`src/common/usb_split_pkg.sv`:
```
// register map, field layout and encodings of the channel sequencer
// assumes a 32-bit ahb-lite register bus with word-aligned registers
package usb_split_pkg;

    // ----------------------------------------------------------------
    // register offsets
    // ----------------------------------------------------------------
    localparam logic [7:0] OFS_CTRL   = 8'h00;
    localparam logic [7:0] OFS_HUB    = 8'h04;
    localparam logic [7:0] OFS_COUNT  = 8'h08;
    localparam logic [7:0] OFS_STATUS = 8'h0C;

    // ----------------------------------------------------------------
    // field positions
    // ----------------------------------------------------------------
    localparam int CTRL_RUN    = 0;
    localparam int CTRL_DIR    = 1;
    localparam int CTRL_TYPE   = 3;
    localparam int CTRL_SPEED  = 5;
    localparam int CTRL_PORT   = 7;
    localparam int HUB_PORTNUM = 8;
    localparam int STAT_ACK    = 0;
    localparam int STAT_ERR    = 1;
    localparam int STAT_CHG    = 2;
    localparam int STAT_CODE   = 4;
    localparam int STAT_ERRCNT = 8;
    localparam int STAT_BUSY   = 10;

    // ----------------------------------------------------------------
    // reset values and counts
    // ----------------------------------------------------------------
    localparam logic [31:0] CTRL_RESET   = 32'h0000_0000;
    localparam logic [15:0] COUNT_RESET  = 16'h0000;
    localparam logic [1:0]  RETRY_LIMIT  = 2'h3;

    // ----------------------------------------------------------------
    // encodings
    // ----------------------------------------------------------------
    typedef enum logic [1:0] {DIR_SETUP = 2'b00, DIR_IN = 2'b01, DIR_OUT = 2'b10} dir_t;
    typedef enum logic [1:0] {TT_CTRL = 2'b00, TT_ISO = 2'b01, TT_BULK = 2'b10, TT_INTR = 2'b11} xfer_type_t;
    typedef enum logic [1:0] {SPD_FS = 2'b00, SPD_LS = 2'b01, SPD_HS = 2'b10} speed_t;
    typedef enum logic [1:0] {PM_DIRECT = 2'b00, PM_FS_HUB = 2'b01, PM_HS_HUB = 2'b10} port_mode_t;
    typedef enum logic [2:0] {CC_NONE = 3'b000, CC_RETRY = 3'b001, CC_STALL = 3'b010,
                              CC_BADTYPE = 3'b011} code_t;
    typedef enum logic [1:0] {PK_SETUP = 2'b00, PK_IN = 2'b01, PK_OUT = 2'b10, PK_ACK = 2'b11} pkt_kind_t;
    typedef enum logic [1:0] {SP_NONE = 2'b00, SP_START = 2'b01, SP_COMPLETE = 2'b10} split_t;
    typedef enum logic [1:0] {RS_OK = 2'b00, RS_NAK = 2'b01, RS_STALL = 2'b10, RS_ERR = 2'b11} result_t;

endpackage : usb_split_pkg

```
`src/design/ahb_reg_port.sv`:
```
// ahb-lite slave handshake for the channel register file
// assumes one master, single word transfers, hready fed back from hreadyout
`timescale 1ns/10ps
module ahb_reg_port (
    // clock and reset
    input  wire logic       clk_i,
    input  wire logic       rst_i,
    // ahb-lite address phase
    input  wire logic       hsel_i,
    input  wire logic       hready_i,
    input  wire logic [1:0] htrans_i,
    input  wire logic       hwrite_i,
    input  wire logic [7:0] haddr_i,
    // to the register file
    output logic            wr_stb_o,
    output logic            rd_stb_o,
    output logic [7:0]      addr_o,
    output logic            hreadyout_o
);

    // ----------------------------------------------------------------
    // address phase capture
    // ----------------------------------------------------------------
    logic       wr_pend;
    logic       rd_pend;
    logic [7:0] addr;
    wire        take = hsel_i & hready_i & htrans_i[1];

    // reads take one wait state so a write just before is always seen
    always_ff @(posedge clk_i or posedge rst_i) begin
        if (rst_i) begin
            wr_pend     <= 1'b0;
            rd_pend     <= 1'b0;
            addr        <= 8'h00;
            hreadyout_o <= 1'b1;
        end else begin
            wr_pend     <= take & hwrite_i;
            rd_pend     <= take & ~hwrite_i;
            hreadyout_o <= ~(take & ~hwrite_i);
            if (take) begin
                addr <= haddr_i;
            end
        end
    end

    assign wr_stb_o = wr_pend;
    assign rd_stb_o = rd_pend;
    assign addr_o   = addr;

endmodule : ahb_reg_port

```
`src/design/usb_host_speed_split_ctl.sv`:
```
// host channel sequencer: low-speed, preamble and split transactions
// assumes a packet engine on the same clock that sends tokens and data on request
// and reports one result per request; firmware runs control stages one by one
//
// The implementer's own choices: the register offsets and register access over AHB-Lite.
`timescale 1ns/10ps

module usb_host_speed_split_ctl (
    // clock and reset
    input  wire logic        CLK_SYS_I,
    input  wire logic        RST_I,
    // ahb-lite slave
    input  wire logic        HSEL_I,
    input  wire logic        HREADY_I,
    input  wire logic [1:0]  HTRANS_I,
    input  wire logic        HWRITE_I,
    input  wire logic [2:0]  HSIZE_I,
    input  wire logic [31:0] HADDR_I,
    input  wire logic [31:0] HWDATA_I,
    output logic [31:0]      HRDATA_O,
    output logic             HREADYOUT_O,
    output logic             HRESP_O,
    // packet engine requests
    output logic             PKT_REQ_O,
    output logic [1:0]       PKT_KIND_O,
    output logic [1:0]       PKT_SPLIT_O,
    output logic             PKT_PRE_O,
    output logic             PKT_LS_O,
    output logic             PKT_HS_O,
    output logic [6:0]       PKT_HUB_ADDR_O,
    output logic [6:0]       PKT_HUB_PORT_O,
    // packet engine results and received data
    input  wire logic        PKT_DONE_I,
    input  wire logic [1:0]  PKT_RESULT_I,
    input  wire logic        RX_VALID_I,
    input  wire logic [7:0]  RX_DATA_I,
    // channel buffer
    output logic             BUF_WR_O,
    output logic [7:0]       BUF_DATA_O,
    output logic             BUF_COMMIT_O,
    output logic             BUF_DISCARD_O
);

    // ----------------------------------------------------------------
    // bus slave
    // ----------------------------------------------------------------
    logic       wr_stb;
    logic       rd_stb;
    logic [7:0] reg_addr;
    logic       hready_q;

    ahb_reg_port u_port (
        .clk_i       (CLK_SYS_I),
        .rst_i       (RST_I),
        .hsel_i      (HSEL_I),
        .hready_i    (HREADY_I),
        .htrans_i    (HTRANS_I),
        .hwrite_i    (HWRITE_I),
        .haddr_i     (HADDR_I[7:0]),
        .wr_stb_o    (wr_stb),
        .rd_stb_o    (rd_stb),
        .addr_o      (reg_addr),
        .hreadyout_o (hready_q)
    );

    assign HREADYOUT_O = hready_q;

    // ----------------------------------------------------------------
    // channel settings
    // ----------------------------------------------------------------
    logic        transfer_run;
    logic [1:0]  transaction_direction;
    logic [1:0]  xfer_type;
    logic [1:0]  channel_speed_select;
    logic [1:0]  port_mode;
    logic [6:0]  hub_bus_address;
    logic [6:0]  hub_port;
    logic [15:0] transfer_byte_count;
    logic        transaction_ack_flag;
    logic        transaction_error_flag;
    logic        condition_changed_flag;
    logic [2:0]  completion_code;
    logic [1:0]  err_count;
    wire wr_ctrl   = wr_stb & (reg_addr == usb_split_pkg::OFS_CTRL);
    wire wr_hub    = wr_stb & (reg_addr == usb_split_pkg::OFS_HUB);
    wire wr_count  = wr_stb & (reg_addr == usb_split_pkg::OFS_COUNT);
    wire wr_status = wr_stb & (reg_addr == usb_split_pkg::OFS_STATUS);

    // ----------------------------------------------------------------
    // transaction mode decode
    // ----------------------------------------------------------------
    wire spd_ls   = channel_speed_select == usb_split_pkg::SPD_LS;
    wire spd_hs   = channel_speed_select == usb_split_pkg::SPD_HS;
    wire is_split = (port_mode == usb_split_pkg::PM_HS_HUB) & ~spd_hs;
    wire is_pre   = (port_mode == usb_split_pkg::PM_FS_HUB) & spd_ls;
    wire ls_timed = (port_mode == usb_split_pkg::PM_DIRECT) & spd_ls;
    wire type_ok  = ~spd_ls | (xfer_type == usb_split_pkg::TT_CTRL)
                  | (xfer_type == usb_split_pkg::TT_INTR);
    wire dir_in   = transaction_direction == usb_split_pkg::DIR_IN;
    wire iso      = xfer_type == usb_split_pkg::TT_ISO;
    wire iso_out  = iso & (transaction_direction == usb_split_pkg::DIR_OUT);
    wire ends_err = ~iso;

    // ----------------------------------------------------------------
    // sequencer
    // ----------------------------------------------------------------
    typedef enum logic [2:0] {
        ST_IDLE  = 3'b000,
        ST_REQ   = 3'b001,
        ST_WAIT  = 3'b010,
        ST_HSK   = 3'b011,
        ST_HWAIT = 3'b100
    } state_t;

    state_t     state;
    logic [1:0] split_phase;
    wire res_ok    = PKT_DONE_I & (PKT_RESULT_I == usb_split_pkg::RS_OK);
    wire res_nak   = PKT_DONE_I & (PKT_RESULT_I == usb_split_pkg::RS_NAK);
    wire res_stall = PKT_DONE_I & (PKT_RESULT_I == usb_split_pkg::RS_STALL);
    wire res_err   = PKT_DONE_I & (PKT_RESULT_I == usb_split_pkg::RS_ERR);
    wire in_ss     = split_phase == usb_split_pkg::SP_START;
    wire in_wait   = state == ST_WAIT;
    wire err_final = (err_count == usb_split_pkg::RETRY_LIMIT - 2'h1) & ends_err;

    // start-split of a non-iso-out split is only an intermediate step
    wire step_cs   = in_wait & res_ok & is_split & in_ss & ~iso_out;
    wire need_hsk  = in_wait & res_ok & dir_in & ~is_split;
    wire success   = (in_wait & res_ok & ~step_cs & ~need_hsk)
                   | ((state == ST_HWAIT) & PKT_DONE_I);
    wire fail_err  = in_wait & res_err;
    wire fail_stop = (in_wait & res_stall) | (fail_err & err_final);
    wire bad_start = (state == ST_IDLE) & transfer_run & ~type_ok;
    wire run_clear = success | fail_stop | bad_start;

    wire [1:0] first_kind = transaction_direction;
    wire [1:0] first_split = is_split ? usb_split_pkg::SP_START : usb_split_pkg::SP_NONE;

    // control stages are one transaction each; firmware picks the direction
    always_ff @(posedge CLK_SYS_I or posedge RST_I) begin
        if (RST_I) begin
            state       <= ST_IDLE;
            split_phase <= usb_split_pkg::SP_NONE;
        end else begin
            unique case (state)
                ST_IDLE: begin
                    if (transfer_run & type_ok) begin
                        state       <= ST_REQ;
                        split_phase <= first_split;
                    end
                end
                ST_REQ: begin
                    state <= ST_WAIT;
                end
                ST_WAIT: begin
                    if (step_cs) begin
                        split_phase <= usb_split_pkg::SP_COMPLETE;
                        state       <= ST_REQ;
                    end else if (need_hsk) begin
                        state <= ST_HSK;
                    end else if (success | fail_stop) begin
                        state <= ST_IDLE;
                    end else if (PKT_DONE_I) begin
                        state <= ST_REQ;
                    end
                end
                ST_HSK: begin
                    state <= ST_HWAIT;
                end
                ST_HWAIT: begin
                    if (PKT_DONE_I) begin
                        state <= ST_IDLE;
                    end
                end
                default: begin
                    state <= ST_IDLE;
                end
            endcase
        end
    end

    // ----------------------------------------------------------------
    // packet engine request
    // ----------------------------------------------------------------
    wire issue = (state == ST_REQ) | (state == ST_HSK);

    always_ff @(posedge CLK_SYS_I or posedge RST_I) begin
        if (RST_I) begin
            PKT_REQ_O      <= 1'b0;
            PKT_KIND_O     <= usb_split_pkg::PK_SETUP;
            PKT_SPLIT_O    <= usb_split_pkg::SP_NONE;
            PKT_PRE_O      <= 1'b0;
            PKT_LS_O       <= 1'b0;
            PKT_HS_O       <= 1'b0;
            PKT_HUB_ADDR_O <= 7'h00;
            PKT_HUB_PORT_O <= 7'h00;
        end else begin
            PKT_REQ_O <= issue;
            if (issue) begin
                PKT_KIND_O     <= (state == ST_HSK) ? usb_split_pkg::PK_ACK : first_kind;
                PKT_SPLIT_O    <= split_phase;
                PKT_PRE_O      <= is_pre;
                PKT_LS_O       <= ls_timed | is_pre;
                PKT_HS_O       <= port_mode == usb_split_pkg::PM_HS_HUB;
                PKT_HUB_ADDR_O <= hub_bus_address;
                PKT_HUB_PORT_O <= hub_port;
            end
        end
    end

    // ----------------------------------------------------------------
    // channel buffer
    // ----------------------------------------------------------------
    // data is staged; only a successful transaction commits it
    always_ff @(posedge CLK_SYS_I or posedge RST_I) begin
        if (RST_I) begin
            BUF_WR_O      <= 1'b0;
            BUF_DATA_O    <= 8'h00;
            BUF_COMMIT_O  <= 1'b0;
            BUF_DISCARD_O <= 1'b0;
        end else begin
            BUF_WR_O      <= in_wait & dir_in & RX_VALID_I;
            BUF_DATA_O    <= RX_DATA_I;
            BUF_COMMIT_O  <= success;
            BUF_DISCARD_O <= in_wait & PKT_DONE_I & ~res_ok;
        end
    end

    // ----------------------------------------------------------------
    // settings and status registers
    // ----------------------------------------------------------------
    always_ff @(posedge CLK_SYS_I or posedge RST_I) begin
        if (RST_I) begin
            transfer_run          <= usb_split_pkg::CTRL_RESET[usb_split_pkg::CTRL_RUN];
            transaction_direction <= usb_split_pkg::DIR_SETUP;
            xfer_type             <= usb_split_pkg::TT_CTRL;
            channel_speed_select  <= usb_split_pkg::SPD_FS;
            port_mode             <= usb_split_pkg::PM_DIRECT;
        end else if (wr_ctrl) begin
            transfer_run          <= HWDATA_I[usb_split_pkg::CTRL_RUN];
            transaction_direction <= HWDATA_I[usb_split_pkg::CTRL_DIR +: 2];
            xfer_type             <= HWDATA_I[usb_split_pkg::CTRL_TYPE +: 2];
            channel_speed_select  <= HWDATA_I[usb_split_pkg::CTRL_SPEED +: 2];
            port_mode             <= HWDATA_I[usb_split_pkg::CTRL_PORT +: 2];
        end else if (run_clear) begin
            transfer_run <= 1'b0;
        end
    end

    always_ff @(posedge CLK_SYS_I or posedge RST_I) begin
        if (RST_I) begin
            hub_bus_address     <= 7'h00;
            hub_port            <= 7'h00;
            transfer_byte_count <= usb_split_pkg::COUNT_RESET;
        end else begin
            if (wr_hub) begin
                hub_bus_address <= HWDATA_I[6:0];
                hub_port        <= HWDATA_I[usb_split_pkg::HUB_PORTNUM +: 7];
            end
            if (wr_count) begin
                transfer_byte_count <= HWDATA_I[15:0];
            end
        end
    end

    // status flags: hardware set wins over a write-one clear in the same cycle
    wire [2:0] flag_clr = wr_status ? HWDATA_I[2:0] : 3'h0;
    always_ff @(posedge CLK_SYS_I or posedge RST_I) begin
        if (RST_I) begin
            transaction_ack_flag   <= 1'b0;
            transaction_error_flag <= 1'b0;
            condition_changed_flag <= 1'b0;
            completion_code        <= usb_split_pkg::CC_NONE;
            err_count              <= 2'h0;
        end else begin
            transaction_ack_flag   <= success | (transaction_ack_flag & ~flag_clr[0]);
            transaction_error_flag <= fail_err | (transaction_error_flag & ~flag_clr[1]);
            condition_changed_flag <= fail_stop | bad_start
                                    | (condition_changed_flag & ~flag_clr[2]);
            if (success) begin
                completion_code <= usb_split_pkg::CC_NONE;
                err_count       <= 2'h0;
            end else if (in_wait & res_stall) begin
                completion_code <= usb_split_pkg::CC_STALL;
            end else if (fail_err) begin
                completion_code <= usb_split_pkg::CC_RETRY;
                err_count       <= err_final ? 2'h0 : err_count + 2'h1;
            end else if (bad_start) begin
                completion_code <= usb_split_pkg::CC_BADTYPE;
            end
        end
    end

    // ----------------------------------------------------------------
    // read data
    // ----------------------------------------------------------------
    wire [31:0] rd_ctrl = {23'h0, port_mode, channel_speed_select, xfer_type,
                           transaction_direction, transfer_run};
    wire [31:0] rd_hub  = {17'h0, hub_port, 1'b0, hub_bus_address};
    wire [31:0] rd_stat = {21'h0, state != ST_IDLE, err_count, 1'b0, completion_code,
                           1'b0, condition_changed_flag, transaction_error_flag,
                           transaction_ack_flag};
    wire [31:0] rd_mux  = (reg_addr == usb_split_pkg::OFS_CTRL)   ? rd_ctrl :
                          (reg_addr == usb_split_pkg::OFS_HUB)    ? rd_hub :
                          (reg_addr == usb_split_pkg::OFS_COUNT)  ? {16'h0, transfer_byte_count} :
                          (reg_addr == usb_split_pkg::OFS_STATUS) ? rd_stat : 32'h0000_0000;

    always_ff @(posedge CLK_SYS_I or posedge RST_I) begin
        if (RST_I) begin
            HRDATA_O <= 32'h0000_0000;
            HRESP_O  <= 1'b0;
        end else begin
            HRESP_O <= 1'b0;
            if (rd_stb) begin
                HRDATA_O <= rd_mux;
            end
        end
    end

endmodule : usb_host_speed_split_ctl

```
`config.mk`:
```
export PLATFORM = sky130hd
export DESIGN_NAME = usb_host_speed_split_ctl
export DESIGN_NICKNAME = d
export VERILOG_FILES = /design/src/common/usb_split_pkg.sv /design/src/design/ahb_reg_port.sv /design/src/design/usb_host_speed_split_ctl.sv
export SDC_FILE = /design/constraint.sdc
export NUM_CORES = 1
export LEC_CHECK = 0
export BUFFER_PORTS_ARGS = -buffer_cell sky130_fd_sc_hd__buf_2
export CORE_MARGIN = 5
export CORE_UTILIZATION = 25
export CTS_CLUSTER_SIZE = 40
export DETAILED_ROUTE_END_ITERATION = 12
export PLACE_DENSITY = 0.43
export SLEW_MARGIN = 40
export SYNTH_ARGS = -nofsm -noshare
export SYNTH_HDL_FRONTEND = slang
export SYNTH_HIERARCHICAL = 1
export SYNTH_SLANG_ARGS = --single-unit
export TNS_END_PERCENT = 100
```
`constraint.sdc`:
```
create_clock -name CLK_SYS_I -period 3.04 [get_ports CLK_SYS_I]
set_input_delay 0.152 -clock CLK_SYS_I [delete_from_list [all_inputs] [get_ports CLK_SYS_I]]
set_output_delay 0.152 -clock CLK_SYS_I [all_outputs]
set_load 0.005 [all_outputs]
```
==> impl_summary.txt <==
----------------------------------------------------
[Power and ir drop]
  Cell Pwr Density ... 665.2 nW/um^2
  Total power draw ... 3.900 mW
  Max VDD drop ... 262.5 uV
  Pleak ... 2.763 nW

[Logic synthesis]
  Leading area contributor after synthesis ... sky130_fd_sc_hd__dfrtp_1
  Top cells by area in the synthesized netlist ... sky130_fd_sc_hd__dfrtp_1, sky130_fd_sc_hd__mux2_2, sky130_fd_sc_hd__nand2_1
  Synth cell types ... 52
  Number of enable-type register cells in the synthesized netlist ... 0
  Yosys warnings ... 6
  Syn_area_per_cell ... 11.84 sq um
  Fraction of synthesis flops using an asynchronous set or reset pin ... 100.0%
  Most used flip-flop cell after synthesis ... sky130_fd_sc_hd__dfrtp_1
  Mapped cell area ... 4817 sq um
  Proportion of netlist area held by the largest area contributor ... 57.14%
  FF+latch count, synth ... 111
  Sequential element share of the synthesized area ... 57.69%
  Post-synthesis cell count ... 407

[Placement]
  Worst slack at placement ... 0.5540 ns
  Placed cells ... 744
  HPWL after DPL ... 8704 microns
  RD Place Congestion ... 0.7573
  Number of buffers added on ports ... 91
  Cell area reported after detailed placement ... 5499 sq um

[STA]
  Final period util ... 79.64%
  Setup TNS ... 0 ns
  Clock skew after layout ... 0.008679 ns
  Transition time at the pin with the least slew margin ... 0.7928 ns
  Max-slew headroom ... 47.15%
  Unrepaired setup endpoints after global routing ... no
  Number of failing hold endpoints at the final stage ... 0
  Fin worst setup slack ... 0.6191 ns
  Post-route minimum period ... 2.421 ns
  Final Slew Violations ... 0
  Upper clock frequency limit ... 0.4131 GHz
  Final setup viols ... 0

[Hold path]
  Hold Crit Class ... in -> reg
  Instance count along the most critical hold path ... 2

[Critical path]
  CP max stage cell ... sky130_fd_sc_hd__and2_1
  Worst Reg2Reg Path Length in Cells ... 4
  Top fanout value on the critical path ... 14
  Critical path's largest stage delay ... 0.51 ns
  Kind of capture point of the worst setup path ... register
  CP arrival ... 2.65 ns
  Cells traversed along the worst timing path ... nor4_1, and2_1, nand3_2, mux2_2
  Setup crit start kind ... register
  Required time of the critical path ... 3.27 ns
  Startpoint-to-endpoint class of the critical path ... reg -> reg

[Drt]
  Detailed Routing Iterations Pass 1 ... 4
  Total vias in the final route ... 3291
  Post-Route WL ... 12180 microns
  Detailed-route DRC error count ... 0
  Average wire per cell in the routed design ... 15.84 microns
  Detailed Route Iter0 Violations ... 215
  Post-DR vias/cell ... 4.280
  Post-route antenna net violation count ... 0

[Clocking]
  Clock tree from TritonCTS ... done
  Post-CTS clock slew at the launch and capture registers of the worst setup and hold paths ... 0.07 ns
  Number of clock sinks seen by CTS ... 111
  Worst-skew pair later-pin latency ... 0.35 ns
  Root Driver ... sky130_fd_sc_hd__clkbuf_16
  Clock H-tree levels ... 3
  Number of gates given a new drive strength after cts ... 0
  Total clock buffers created by CTS ... 9
  Setup repair bufs after CTS ... 0
  Maximum root-to-sink buffer count ... 2

[Global routing]
  Antenna violations before repair ... 0
  Wire length of the first global-routing pass ... 19620 microns
  Overall global routing resource usage ... 11.40%
  Total gr overflow ... 0
  Pin count of the biggest net entering global routing ... 55
  Via count of the first global-routing pass ... 3505

[Finish]
  Final design instance area without fill ... 5863 sq um
  Fraction of layout cells with a size suffix above 1 ... 32.81%
  Count of inserted antenna diode cells ... 0
  Final cell count without fillers ... 769
  Area Growth Syn to Fin ... 21.71%
  Count of nets after finishing ... 591

[Die]
  Num ports ... 153
  Height of the die ... 148.8 microns
  Effective utilization at floorplan ... 25.58%
  Horizontal extent of the die ... 148.8 microns
  Die Footprint ... 22140 sq um
  Core area ... 18830 sq um
  Row count ... 50

[Run]
  Max-capacitance violation count ... 0

[Outcome]
  Status ... completed

----------------------------------------------------
==> state kept, by name, indices dropped and copies added (netlist names), 3 cells and up <==
name                 cells
BUF_DATA_O               8
PKT_HUB_ADDR_O           7
u_port/addr_o            8
state                    3
transfer_byte_count     16
hub_bus_address          7
hub_port                 7
HRDATA_O                16
PKT_HUB_PORT_O           7
==> per-stage QoR <==
| stage | hold slack [ns] | util, % |
|---|---|---|
| 6_report | 0.02898 | 31.14 |
| 5_1_grt | 0.02230 | 31.14 |
| 4_1_cts | 0.01342 | 31.14 |
| 3_5_place_dp | 0.2089 | 29.20 |
| 3_3_place_gp | 0.2007 | 29.20 |
| 2_1_floorplan | 0.003723 | - |
==> worst max-delay path: cells and delay by family, from the launching register on <==
kind	cells	cell delay [ns]
flip-flops	1	0.38
AND/OR/NAND/NOR	3	1.49
multiplexers	1	0.43
==> synth_stat cells, types with 3 or more instances <==
cell,number
sky130_fd_sc_hd__nor3b_1,3
sky130_fd_sc_hd__mux4_2,5
sky130_fd_sc_hd__nand2_1,60
sky130_fd_sc_hd__mux2_1,10
sky130_fd_sc_hd__nand4_1,6
sky130_fd_sc_hd__nand3_1,13
sky130_fd_sc_hd__a22o_1,5
sky130_fd_sc_hd__mux2i_1,3
sky130_fd_sc_hd__buf_1,3
sky130_fd_sc_hd__a21oi_1,6
sky130_fd_sc_hd__clkbuf_1,8
sky130_fd_sc_hd__buf_2,7
sky130_fd_sc_hd__o22ai_1,6
sky130_fd_sc_hd__o21ai_0,21
sky130_fd_sc_hd__nor2_1,12
sky130_fd_sc_hd__nor2b_1,4
sky130_fd_sc_hd__inv_1,25
sky130_fd_sc_hd__and2_1,3
sky130_fd_sc_hd__buf_4,18
sky130_fd_sc_hd__nand2b_1,5
sky130_fd_sc_hd__mux2_2,31
sky130_fd_sc_hd__dfrtp_1,110
sky130_fd_sc_hd__mux2_4,7
==> final cells by class <==
| class | instances | area [sq um] |
|---|---|---|
| Clock buffer | 10 | 229.0 |
| Clock inverter | 5 | 35.03 |
| Fill cell | 1949 | 12970 |
| Inverter | 25 | 96.34 |
| Multi-Input combinational cell | 249 | 1770 |
| Sequential cell | 111 | 2779 |
| Tap cell | 260 | 325.3 |
| Timing Repair Buffer | 109 | 628.1 |
==> cells in the final DEF, fill, tap and decap left out, types with 2 or more instances in the layout <==
cell type / instances
sky130_fd_sc_hd__mux2_4: 7
sky130_fd_sc_hd__mux2i_1: 3
sky130_fd_sc_hd__buf_2: 91
sky130_fd_sc_hd__conb_1: 17
sky130_fd_sc_hd__nand3_2: 2
sky130_fd_sc_hd__a21oi_1: 6
sky130_fd_sc_hd__nor3_1: 2
sky130_fd_sc_hd__nand2b_1: 5
sky130_fd_sc_hd__nor3b_1: 3
sky130_fd_sc_hd__dfrtp_1: 110
sky130_fd_sc_hd__nand2_1: 60
sky130_fd_sc_hd__mux4_2: 5
sky130_fd_sc_hd__buf_4: 7
sky130_fd_sc_hd__clkinv_2: 2
sky130_fd_sc_hd__nor2b_1: 4
sky130_fd_sc_hd__nand3_1: 13
sky130_fd_sc_hd__a21o_1: 2
sky130_fd_sc_hd__mux2_2: 31
sky130_fd_sc_hd__a31oi_1: 2
sky130_fd_sc_hd__clkbuf_16: 9
sky130_fd_sc_hd__a22oi_1: 2
sky130_fd_sc_hd__dlygate4sd3_1: 10
sky130_fd_sc_hd__o22ai_1: 6
sky130_fd_sc_hd__o21ai_0: 21
sky130_fd_sc_hd__o31ai_1: 2
sky130_fd_sc_hd__a22o_1: 5
sky130_fd_sc_hd__nor2_1: 12
sky130_fd_sc_hd__inv_1: 23
sky130_fd_sc_hd__mux2_1: 10
sky130_fd_sc_hd__and2_1: 3
sky130_fd_sc_hd__nand4_1: 6
==> power by group <==
group          switching (mW)  internal, mW  leakage [nW]
registers               0.214          1.75          1.37
clock network           0.532         0.554         0.129
logic                   0.428         0.423          1.26
==> worst paths after layout <==
kind / to / slack, ns / startpoint
hold reg to reg: PKT_KIND_O[1] / 0.47 / PKT_KIND_O[1]
max in group asynchronous: PKT_HUB_ADDR_O[2] / 1.83 / RST_I
min in group asynchronous: u_port/addr_o[1] / 0.38 / RST_I
setup reg to reg: hub_port[6] / 0.62 / u_port/addr_o[1]
setup / recovery: hub_port[6] / 0.62 / u_port/addr_o[1]
hold / removal: transfer_byte_count[9] / 0.03 / HWDATA_I[9]
==> metal layers <==
| metal | vias to the layer above | part of all wire (%) | GRT usage (%) |
|---|---|---|---|
| met1 | 1639 | 44 | 14.46 |
| met3 | 14 | 4.4 | 2.036 |
| met5 | - | 0 | 0 |
| met2 | 83 | 49 | 19.25 |
| li1 | 1555 | - | - |
| met4 | 0 | 1.8 | 4.668 |
==> cells by family (layout without fill, tap and decap cells) <==
group                  after synthesis  count (layout)  synth area share [%]
AO/OA/AOI/OAI                       53              53                 7.117
flip-flops                         111             111                 57.69
buffers and inverters               63             149                 6.805
other                                1              17               0.07785
AND/OR/NAND/NOR                    121             121                 12.86
multiplexers                        57              57                 15.27
XOR/XNOR                             1               1                0.1819
==> timing repair <==
item	in CTS	in global routing
hold endpoints to repair	72	0
hold buffers	10	0
setup endpoints to repair	0	0
(Power assumes the default switching activity.)
